**src/common/cae_defs.svh**
```systemverilog
// constants for the arithmetic and logic execution datapath
`ifndef CAE_DEFS_SVH
`define CAE_DEFS_SVH
// ----------------------------------------
// register map
// ----------------------------------------
`define CAE_OFS_OPERAND 12'h000
`define CAE_OFS_COMMAND 12'h004
`define CAE_OFS_RESULT 12'h008
`define CAE_OFS_STATUS 12'h00C
`define CAE_OFS_PC 12'h010
`define CAE_OFS_Z 12'h014
// ----------------------------------------
// status bit positions
// ----------------------------------------
`define CAE_SREG_C 0
`define CAE_SREG_Z 1
`define CAE_SREG_N 2
`define CAE_SREG_V 3
`define CAE_SREG_S 4
`define CAE_SREG_H 5
`define CAE_SREG_RST 8'h00
`define CAE_BYTE_ALL 8'hFF
// ----------------------------------------
// timing, in clocks
// ----------------------------------------
`define CAE_CYC_SINGLE 1
`define CAE_CYC_DOUBLE 2
`endif

```
**src/common/cae_pkg.sv**
```systemverilog
// types for the arithmetic and logic execution datapath
package cae_pkg;
	typedef enum logic [4:0] {
		CAE_OP_ADD = 5'h00,
		CAE_OP_ADC = 5'h01,
		CAE_OP_WADD = 5'h02,
		CAE_OP_SUB = 5'h03,
		CAE_OP_SUBTRACT_IMMEDIATE = 5'h04,
		CAE_OP_SBC = 5'h05,
		CAE_OP_SUBTRACT_CARRY_IMMEDIATE = 5'h06,
		CAE_OP_WSUB = 5'h07,
		CAE_OP_AND = 5'h08,
		CAE_OP_AND_IMMEDIATE = 5'h09,
		CAE_OP_OR = 5'h0A,
		CAE_OP_ORI = 5'h0B,
		CAE_OP_XOR = 5'h0C,
		CAE_OP_SETB = 5'h0D,
		CAE_OP_CLRB = 5'h0E,
		CAE_OP_TEST = 5'h0F,
		CAE_OP_MULU = 5'h10,
		CAE_OP_MULTIPLY_SIGNED = 5'h11,
		CAE_OP_MULTIPLY_SIGNED_UNSIGNED = 5'h12,
		CAE_OP_FMULU = 5'h13,
		CAE_OP_FRACTIONAL_MULTIPLY_SIGNED = 5'h14,
		CAE_OP_FRACTIONAL_MULTIPLY_MIXED = 5'h15,
		CAE_OP_PJMP = 5'h16
	} cae_op_t;
	typedef enum logic [1:0] {
		CAE_ST_IDLE = 2'b00,
		CAE_ST_EXEC = 2'b01,
		CAE_ST_DONE = 2'b11
	} cae_state_t;
	typedef struct packed {
		logic [7:0] rd;
		logic [7:0] rr;
		logic [7:0] imm;
	} cae_operand_t;
	typedef struct packed {
		logic [15:0] value;
		logic [7:0] flags;
	} cae_result_t;
endpackage

```
**src/hw/cae_exec.sv**
```systemverilog
// execution datapath top: apb command port, sequencing and status flags
`include "cae_defs.svh"
module cae_exec (
	input wire logic pclk,
	input wire logic presetn,
	input wire logic clk_en,
	input wire logic psel,
	input wire logic penable,
	input wire logic pwrite,
	input wire logic [11:0] paddr,
	input wire logic [31:0] pwdata,
	output logic [31:0] prdata,
	output logic pready,
	output logic pslverr,
	output logic [15:0] result_q,
	output logic [7:0] sreg_q,
	output logic [15:0] pc_q,
	output logic busy_q,
	output logic done_q
);
	// ----------------------------------------
	// state
	// ----------------------------------------
	cae_pkg::cae_state_t state_q;
	cae_pkg::cae_state_t state_d;
	cae_pkg::cae_operand_t opnd_q;
	cae_pkg::cae_op_t op_q;
	cae_pkg::cae_result_t alu_res;
	logic [15:0] z_q;
	logic [1:0] cyc_q;
	logic [1:0] need;
	logic wr_en;
	logic rd_en;
	logic start;
	logic unmapped;

	function automatic logic [1:0] op_cycles(input cae_pkg::cae_op_t op);
		if (op == cae_pkg::CAE_OP_WADD || op == cae_pkg::CAE_OP_WSUB) begin
			return 2'(`CAE_CYC_DOUBLE);
		end else if (op >= cae_pkg::CAE_OP_MULU) begin
			return 2'(`CAE_CYC_DOUBLE);
		end
		return 2'(`CAE_CYC_SINGLE);
	endfunction

	function automatic logic is_mapped(input logic [11:0] a);
		if (a == `CAE_OFS_OPERAND) begin
			return 1'b1;
		end else if (a == `CAE_OFS_COMMAND) begin
			return 1'b1;
		end else if (a == `CAE_OFS_RESULT) begin
			return 1'b1;
		end else if (a == `CAE_OFS_STATUS) begin
			return 1'b1;
		end else if (a == `CAE_OFS_PC) begin
			return 1'b1;
		end else if (a == `CAE_OFS_Z) begin
			return 1'b1;
		end
		return 1'b0;
	endfunction

	cae_alu u_alu (
		.op(op_q),
		.opnd(opnd_q),
		.sreg(sreg_q),
		.res(alu_res)
	);

	// ----------------------------------------
	// bus decode
	// ----------------------------------------
	assign unmapped = ~is_mapped(paddr);
	assign wr_en = clk_en & psel & penable & pwrite & ~unmapped;
	// read data is captured in the setup cycle so it already stands when pready is sampled
	assign rd_en = clk_en & psel & ~penable & ~pwrite;
	// a command written while busy is dropped; software polls busy first
	assign start = wr_en & (paddr == `CAE_OFS_COMMAND) & (state_q == cae_pkg::CAE_ST_IDLE);
	assign need = op_cycles(op_q);

	always_ff @(posedge pclk or negedge presetn) begin
		if (!presetn) begin
			pready <= 1'b0;
			pslverr <= 1'b0;
		end else if (clk_en) begin
			pready <= psel & ~penable;
			pslverr <= psel & ~penable & unmapped;
		end
	end

	always_ff @(posedge pclk or negedge presetn) begin
		if (!presetn) begin
			prdata <= 32'h0000_0000;
		end else if (rd_en) begin
			if (paddr == `CAE_OFS_OPERAND) begin
				prdata <= {8'h00, opnd_q};
			end else if (paddr == `CAE_OFS_COMMAND) begin
				prdata <= {27'h000_0000, op_q};
			end else if (paddr == `CAE_OFS_RESULT) begin
				prdata <= {16'h0000, result_q};
			end else if (paddr == `CAE_OFS_STATUS) begin
				prdata <= {22'h00_0000, done_q, busy_q, sreg_q};
			end else if (paddr == `CAE_OFS_PC) begin
				prdata <= {16'h0000, pc_q};
			end else if (paddr == `CAE_OFS_Z) begin
				prdata <= {16'h0000, z_q};
			end else begin
				prdata <= 32'h0000_0000;
			end
		end
	end

	// ----------------------------------------
	// software-written registers
	// ----------------------------------------
	always_ff @(posedge pclk or negedge presetn) begin
		if (!presetn) begin
			opnd_q <= '0;
			z_q <= 16'h0000;
		end else if (wr_en) begin
			if (paddr == `CAE_OFS_OPERAND && state_q == cae_pkg::CAE_ST_IDLE) begin
				opnd_q <= pwdata[23:0];
			end else if (paddr == `CAE_OFS_Z) begin
				z_q <= pwdata[15:0];
			end
		end
	end

	always_ff @(posedge pclk or negedge presetn) begin
		if (!presetn) begin
			op_q <= cae_pkg::CAE_OP_ADD;
		end else if (start) begin
			op_q <= cae_pkg::cae_op_t'(pwdata[4:0]);
		end
	end

	// ----------------------------------------
	// sequencer
	// ----------------------------------------
	always_comb begin
		state_d = state_q;
		case (state_q)
			cae_pkg::CAE_ST_IDLE: begin
				if (start) begin
					state_d = cae_pkg::CAE_ST_EXEC;
				end
			end
			cae_pkg::CAE_ST_EXEC: begin
				if (cyc_q + 2'd1 >= need) begin
					state_d = cae_pkg::CAE_ST_DONE;
				end
			end
			default: begin
				state_d = cae_pkg::CAE_ST_IDLE;
			end
		endcase
	end

	always_ff @(posedge pclk or negedge presetn) begin
		if (!presetn) begin
			state_q <= cae_pkg::CAE_ST_IDLE;
			cyc_q <= 2'd0;
		end else if (clk_en) begin
			state_q <= state_d;
			if (state_q == cae_pkg::CAE_ST_EXEC) begin
				cyc_q <= cyc_q + 2'd1;
			end else begin
				cyc_q <= 2'd0;
			end
		end
	end

	always_ff @(posedge pclk or negedge presetn) begin
		if (!presetn) begin
			busy_q <= 1'b0;
			done_q <= 1'b0;
		end else if (clk_en) begin
			busy_q <= (state_d == cae_pkg::CAE_ST_EXEC);
			done_q <= (state_d == cae_pkg::CAE_ST_DONE);
		end
	end

	// ----------------------------------------
	// writeback: result, flags, program counter
	// ----------------------------------------
	// commit on the last execute clock so the visible latency equals the op's clock count
	always_ff @(posedge pclk or negedge presetn) begin
		if (!presetn) begin
			result_q <= 16'h0000;
			sreg_q <= `CAE_SREG_RST;
			pc_q <= 16'h0000;
		end else if (clk_en && state_q == cae_pkg::CAE_ST_EXEC && state_d == cae_pkg::CAE_ST_DONE) begin
			if (op_q == cae_pkg::CAE_OP_PJMP) begin
				pc_q <= z_q;
			end else if (op_q == cae_pkg::CAE_OP_TEST) begin
				result_q <= {8'h00, opnd_q.rd};
			end else begin
				result_q <= alu_res.value;
			end
			sreg_q <= alu_res.flags;
		end
	end
endmodule

```
**src/hw/cae_alu.sv**
```systemverilog
// combinational arithmetic, logic and multiply unit
`include "cae_defs.svh"
module cae_alu (
	input wire cae_pkg::cae_op_t op,
	input wire cae_pkg::cae_operand_t opnd,
	input wire logic [7:0] sreg,
	output cae_pkg::cae_result_t res
);
	// ----------------------------------------
	// helpers
	// ----------------------------------------
	function automatic logic [7:0] logic_flags(input logic [7:0] s, input logic [7:0] r);
		logic [7:0] f;
		f = s;
		f[`CAE_SREG_Z] = (r == 8'h00);
		f[`CAE_SREG_N] = r[7];
		f[`CAE_SREG_V] = 1'b0;
		f[`CAE_SREG_S] = r[7];
		return f;
	endfunction

	function automatic logic [8:0] add8(input logic [7:0] a, input logic [7:0] b, input logic ci);
		return {1'b0, a} + {1'b0, b} + {8'h00, ci};
	endfunction

	logic [7:0] a;
	logic [7:0] b;
	logic [7:0] r8;
	logic [8:0] s9;
	logic [15:0] w;
	logic [15:0] wr;
	logic [15:0] prod;
	logic [7:0] f;
	logic cin;
	logic sub;

	always_comb begin
		a = opnd.rd;
		b = opnd.rr;
		r8 = 8'h00;
		s9 = 9'h000;
		w = {opnd.rd, opnd.rr};
		wr = 16'h0000;
		prod = 16'h0000;
		f = sreg;
		cin = 1'b0;
		sub = 1'b0;
		case (op)
			cae_pkg::CAE_OP_ADD, cae_pkg::CAE_OP_ADC: begin
				cin = (op == cae_pkg::CAE_OP_ADC) & sreg[`CAE_SREG_C];
				s9 = add8(a, b, cin);
				r8 = s9[7:0];
				f[`CAE_SREG_C] = s9[8];
				f[`CAE_SREG_H] = (a[3] & b[3]) | (b[3] & ~r8[3]) | (~r8[3] & a[3]);
				f[`CAE_SREG_V] = (a[7] & b[7] & ~r8[7]) | (~a[7] & ~b[7] & r8[7]);
				sub = 1'b0;
			end
			cae_pkg::CAE_OP_SUB, cae_pkg::CAE_OP_SUBTRACT_IMMEDIATE, cae_pkg::CAE_OP_SBC, cae_pkg::CAE_OP_SUBTRACT_CARRY_IMMEDIATE: begin
				if (op == cae_pkg::CAE_OP_SUBTRACT_IMMEDIATE || op == cae_pkg::CAE_OP_SUBTRACT_CARRY_IMMEDIATE) begin
					b = opnd.imm;
				end
				cin = (op == cae_pkg::CAE_OP_SBC || op == cae_pkg::CAE_OP_SUBTRACT_CARRY_IMMEDIATE) & sreg[`CAE_SREG_C];
				s9 = {1'b0, a} - {1'b0, b} - {8'h00, cin};
				r8 = s9[7:0];
				f[`CAE_SREG_C] = s9[8];
				f[`CAE_SREG_H] = (~a[3] & b[3]) | (b[3] & r8[3]) | (r8[3] & ~a[3]);
				f[`CAE_SREG_V] = (a[7] & ~b[7] & ~r8[7]) | (~a[7] & b[7] & r8[7]);
				sub = 1'b1;
			end
			cae_pkg::CAE_OP_WADD, cae_pkg::CAE_OP_WSUB: begin
				if (op == cae_pkg::CAE_OP_WADD) begin
					wr = w + {8'h00, opnd.imm};
					f[`CAE_SREG_C] = ~wr[15] & w[15];
					f[`CAE_SREG_V] = ~w[15] & wr[15];
				end else begin
					wr = w - {8'h00, opnd.imm};
					f[`CAE_SREG_C] = wr[15] & ~w[15];
					f[`CAE_SREG_V] = w[15] & ~wr[15];
				end
				f[`CAE_SREG_Z] = (wr == 16'h0000);
				f[`CAE_SREG_N] = wr[15];
				f[`CAE_SREG_S] = wr[15] ^ f[`CAE_SREG_V];
			end
			cae_pkg::CAE_OP_AND, cae_pkg::CAE_OP_AND_IMMEDIATE, cae_pkg::CAE_OP_TEST: begin
				if (op == cae_pkg::CAE_OP_AND_IMMEDIATE) begin
					b = opnd.imm;
				end else if (op == cae_pkg::CAE_OP_TEST) begin
					b = a;
				end
				r8 = a & b;
				f = logic_flags(sreg, r8);
			end
			cae_pkg::CAE_OP_OR, cae_pkg::CAE_OP_ORI, cae_pkg::CAE_OP_SETB: begin
				if (op != cae_pkg::CAE_OP_OR) begin
					b = opnd.imm;
				end
				r8 = a | b;
				f = logic_flags(sreg, r8);
			end
			cae_pkg::CAE_OP_XOR: begin
				r8 = a ^ b;
				f = logic_flags(sreg, r8);
			end
			cae_pkg::CAE_OP_CLRB: begin
				r8 = a & (`CAE_BYTE_ALL - opnd.imm);
				f = logic_flags(sreg, r8);
			end
			cae_pkg::CAE_OP_MULU, cae_pkg::CAE_OP_FMULU: begin
				prod = {8'h00, a} * {8'h00, b};
			end
			cae_pkg::CAE_OP_MULTIPLY_SIGNED, cae_pkg::CAE_OP_FRACTIONAL_MULTIPLY_SIGNED: begin
				prod = 16'($signed({{8{a[7]}}, a}) * $signed({{8{b[7]}}, b}));
			end
			cae_pkg::CAE_OP_MULTIPLY_SIGNED_UNSIGNED, cae_pkg::CAE_OP_FRACTIONAL_MULTIPLY_MIXED: begin
				prod = 16'($signed({{8{a[7]}}, a}) * $signed({8'h00, b}));
			end
			default: begin
				f = sreg;
			end
		endcase
		if (op >= cae_pkg::CAE_OP_MULU && op <= cae_pkg::CAE_OP_FRACTIONAL_MULTIPLY_MIXED) begin
			f[`CAE_SREG_C] = prod[15];
			if (op >= cae_pkg::CAE_OP_FMULU) begin
				prod = {prod[14:0], 1'b0};
			end
			f[`CAE_SREG_Z] = (prod == 16'h0000);
		end
		if (op == cae_pkg::CAE_OP_ADD || op == cae_pkg::CAE_OP_ADC || sub) begin
			f[`CAE_SREG_Z] = (r8 == 8'h00);
			f[`CAE_SREG_N] = r8[7];
			f[`CAE_SREG_S] = r8[7] ^ f[`CAE_SREG_V];
		end
		if (op == cae_pkg::CAE_OP_WADD || op == cae_pkg::CAE_OP_WSUB) begin
			res.value = wr;
		end else if (op >= cae_pkg::CAE_OP_MULU && op <= cae_pkg::CAE_OP_FRACTIONAL_MULTIPLY_MIXED) begin
			res.value = prod;
		end else begin
			res.value = {8'h00, r8};
		end
		res.flags = f;
	end
endmodule

```
**config.mk**
```make
export PLATFORM = sky130hd
export DESIGN_NAME = cae_exec
export DESIGN_NICKNAME = d
export VERILOG_FILES = /design/src/common/cae_pkg.sv /design/src/hw/cae_exec.sv /design/src/hw/cae_alu.sv
export VERILOG_INCLUDE_DIRS = /design/src /design/src/common
export SDC_FILE = /design/constraint.sdc
export NUM_CORES = 1
export LEC_CHECK = 0
export BUFFER_PORTS_ARGS = -buffer_cell sky130_fd_sc_hd__clkbuf_2
export CAP_MARGIN = 20
export CORE_UTILIZATION = 57
export CTS_BUF_LIST = sky130_fd_sc_hd__clkbuf_8
export DETAILED_ROUTE_END_ITERATION = 16
export PLACE_DENSITY = 0.88
export SLEW_MARGIN = 10
export SYNTH_ARGS = -nofsm -noshare
export SYNTH_HDL_FRONTEND = slang
export SYNTH_SLANG_ARGS = --single-unit
```
**constraint.sdc**
```tcl
create_clock -name pclk -period 4.9 [get_ports pclk]
set_input_delay 0.245 -clock pclk [delete_from_list [all_inputs] [get_ports pclk]]
set_output_delay 0.245 -clock pclk [all_outputs]
set_load 0.005 [all_outputs]
```
==> metrics.md <==
| Metric | Value |
|---|---|
| Top cell by count, worst path | `fa_1` |
| Fin. max-slew vios | `0` |
| Library cells used by synthesis | `78` |
| Internal power | `1.37 mW` |
| Critical path endpoint category | `register` |
| Total clock buffers created by CTS | `17` |
| Vias per cell | `6.40` |
| Vias in the first global route | `between 10,000 and 15,000` |
| Design Power | `about 1.9 mW` |
| Design Area, Final | `0.0174 sq mm` |
| RSZ-0062 raised after global routing | `yes` |
| Synth-to-layout area growth | `20.3%` |
| Syn Area/Cell | `~8.9 sq um` |
| CTS tree | `built` |
| Post-synth ARST share | `1.00` |
| DR vias | `14,142` |
| Worst hold path depth | `2` |
| Switch share | `0.269` |
| Flop2flop setup slack | `-340 ps` |
| Die ar. | `0.0260 sq mm` |
| Pwr Density | `108 mW/mm^2` |
| Clock Power Share | `0.451` |
| Post-DRT Antenna Nets | `0` |
| CTS Root Cell | `clkbuf_8` |
| Crit path kind | `reg -> reg` |
| DP Wirelength | `39,400 microns` |
| Status | `complete, but fails checks` |
| Worst-path clk slew | `roughly 80 ps` |
| WP depth | `19` |
| Setup ws final | `-343 ps` |
| Die X | `161 microns` |
| Setup TNS | `-1650 ps` |
| Total congestion overflow | `0` |
| Routed Wire Length | `51,300 microns` |
| First-pass GRT wire length | `75,800 microns` |
| Largest cells by area after synthesis | `dfrtp_1 20%, fa_1 18%, ha_1 12%` |
| Area of placed instances | `0.0163 sq mm` |
| Core ar. | `0.0246 sq mm` |
| Most frequent cells in the layout | `256 x inv_1, 182 x buf_4, 126 x ha_1, 118 x fa_1, 115 x nand2_1` |
| Hold Slack | `17.5 ps` |
| Layout fillers | `1,789` |
| Clock Sink Count | `115` |
| Post-layout min period | `approximately 5200 ps` |
| Synth Register Bits | `115` |
| Hold WC Path Type | `in -> reg` |
| DR WL/cell | `23.2 microns` |
| Sequential power share | `0.511` |
| Initial antenna violation count | `1` |
| Violated checks | `negative setup slack` |
| Clk_skew | `11.2 ps` |
| Total track usage | `0.382` |
| Row count | `57` |
| Leak pwr | `approximately 8.7 nW` |
| Non-filler cells, final | `2,209` |
| Top Ports | `126` |
| Post-synth top flop | `dfrtp_1` |
| Yosys warnings | `0` |
| Worst-Skew Late Latency | `460 ps` |
| Synth top area share | `0.199` |
| Pin count of the biggest net entering global routing | `67` |
| Crit path buf inv count | `4` |
| Worst Reg-to-Reg Cells | `19` |
| Worst-Margin Slew | `1110 ps` |
| Fin crit share | `1.07` |
| Power share of the combinational group | `0.039` |
| Cells after synthesis | `1,625` |
| Peak VDD IR | `roughly 0.15 mV` |
| Post-Place Cells | `2,154` |
| DRC | `0` |
| CTS max path bufs | `2` |
| Register area share after synthesis | `0.199` |
| Commonest non-fill, non-tap cell in the layout | `inv_1` |
| Slowest cell on crit path | `fa_1` |
| Layout Nets | `2,189` |
| Crit-path cells | `nand2_1 > inv_1 > fa_1 > inv_1 > fa_1 > fa_1 > fa_1 > inv_1 > ha_1 > nor2_2 > o21ai_1 > o21ai_2 > o21ai_1 > a311oi_1 > xnor2_1 > a221oi_2 > buf_4 > o221ai_1 > o22a_1` |
| Mapped Area | `around 0.014 sq mm` |
| Net Sw Power | `504 uW` |
| CP Launch Type | `register` |
| Max-cap viol count | `0` |
| Share of layout cells above drive strength 1 | `0.291` |
| Leading area contributor after synthesis | `dfrtp_1` |
| CP arrival | `approximately 5600 ps` |
| Iter 0 DRT Violations | `1,783` |
| Largest delay share family, worst path | `adder cells` |
| DR pass1 iterations | `6` |
| Crit path required time | `5250 ps` |
| Crit-path max cell delay | `550 ps` |
| Chip height | `161 microns` |
| Slew HR | `0.261` |
| Gpl congestion | `a little over 1` |
| Number of synthesized flops with an enable pin | `0` |
| Hold Vio Cnt, Final | `0` |
| Initial Util | `0.586` |
| Endpoints failing setup | `8` |
| Critical path fanouts, max | `7` |
| IO buf count | `107` |
| H-tree levels | `4` |
| Max Freq | `0.191 GHz` |
-- state kept, by name (all words and copies together), names as in the netlist --
name      cells
pslverr       1
cyc_q         2
state_q       2
opnd_q       24
done_q        1
busy_q        1
result_q     16
prdata       24
op_q          5
z_q          16
pc_q         16
pready        1
sreg_q        6
-- power by group through the flow --
stage / clock network [mW] / logic, mW / registers [mW]
6_report: 0.846 / 0.0725 / 0.958
5_1_grt: 0.876 / 0.0811 / 0.958
4_1_cts: 0.842 / 0.0730 / 0.958
3_5_place_dp: 0 / 0.0723 / 0.976
3_3_place_gp: 0 / 0.0699 / 0.976
2_1_floorplan: 0 / 0.0264 / 0.977
-- Yosys cell counts, drive strengths merged, types with 23 or more instances --
cell	number
dfrtp	115
inv	267
a21oi	71
mux2	86
fa	127
xor2	27
xnor2	36
a31oi	23
o21ai	77
ha	141
nor2	115
nand2	118
clkbuf	54
buf	23
-- routing by layer --
| metal | wire length [microns] | part of all wire | global-route usage |
|---|---|---|---|
| met4 | 3350 | 0.065 | 0.194 |
| met5 | 10 | 0.00020 | 0 |
| met1 | 19000 | 0.37 | 0.501 |
| met2 | 23100 | 0.45 | 0.595 |
| met3 | 5760 | 0.11 | 0.0847 |
-- worst reg2reg max path: cells and delay by family (launching register included) --
family	cells	cell delay, ps
compound gates	7	1310
xor+xnor	1	160
fa+ha+maj	5	2360
buf+inv	4	440
flops	1	510
simple gates	2	330
-- stage by stage --
step                      worst slack, ps  utilization
after floorplan                      1.03            -
after detailed placement             -338        0.664
after global routing                 -450        0.705
final                                -343        0.705
after global placement               -169        0.664
after CTS                           -75.0        0.690
-- path summary, 6_finish.rpt --
kind	from	to
worst max-delay path	opnd_q[18]	result_q[14]
worst min-delay path	pwdata[20]	opnd_q[20]
worst max register to register	opnd_q[18]	result_q[14]
worst min register to register	prdata[22]	prdata[22]
max in group asynchronous	presetn	opnd_q[13]
min in group asynchronous	presetn	z_q[0]
-- what timing repair did --
action                                  in CTS  in global routing
pin swaps                                   23                 33
hold buffers                                 1                  0
setup buffers                               18                  4
gates resized for setup                     60                 79
endpoints found under the hold margin       65                  0
endpoints found under the setup margin      10                 11
gates cloned                                 0                  0
-- kinds of logic after synthesis --
group                    synth area share
AO/OA/AOI/OAI                       0.158
XOR/XNOR                           0.0382
adder cells (fa/ha/maj)             0.299
buffers and inverters              0.0953
flip-flops                          0.199
multiplexers                       0.0768
other                            0.000260
AND/OR/NAND/NOR                     0.133
-- area by class of cell --
cell class | instances | area, sq um | share of cell area
diodes | 1 | 2.50 | 0.000144
clock buffers | 17 | 234 | 0.0135
clock inverters | 15 | 119 | 0.00685
inverters | 271 | 1020 | 0.0589
multi-input cells | 1171 | 10700 | 0.617
flip-flops and latches | 115 | 2900 | 0.167
well taps | 324 | 405 | 0.0234
repair buffers | 295 | 1970 | 0.114
Note: power is estimated with default switching activity, not from simulation.
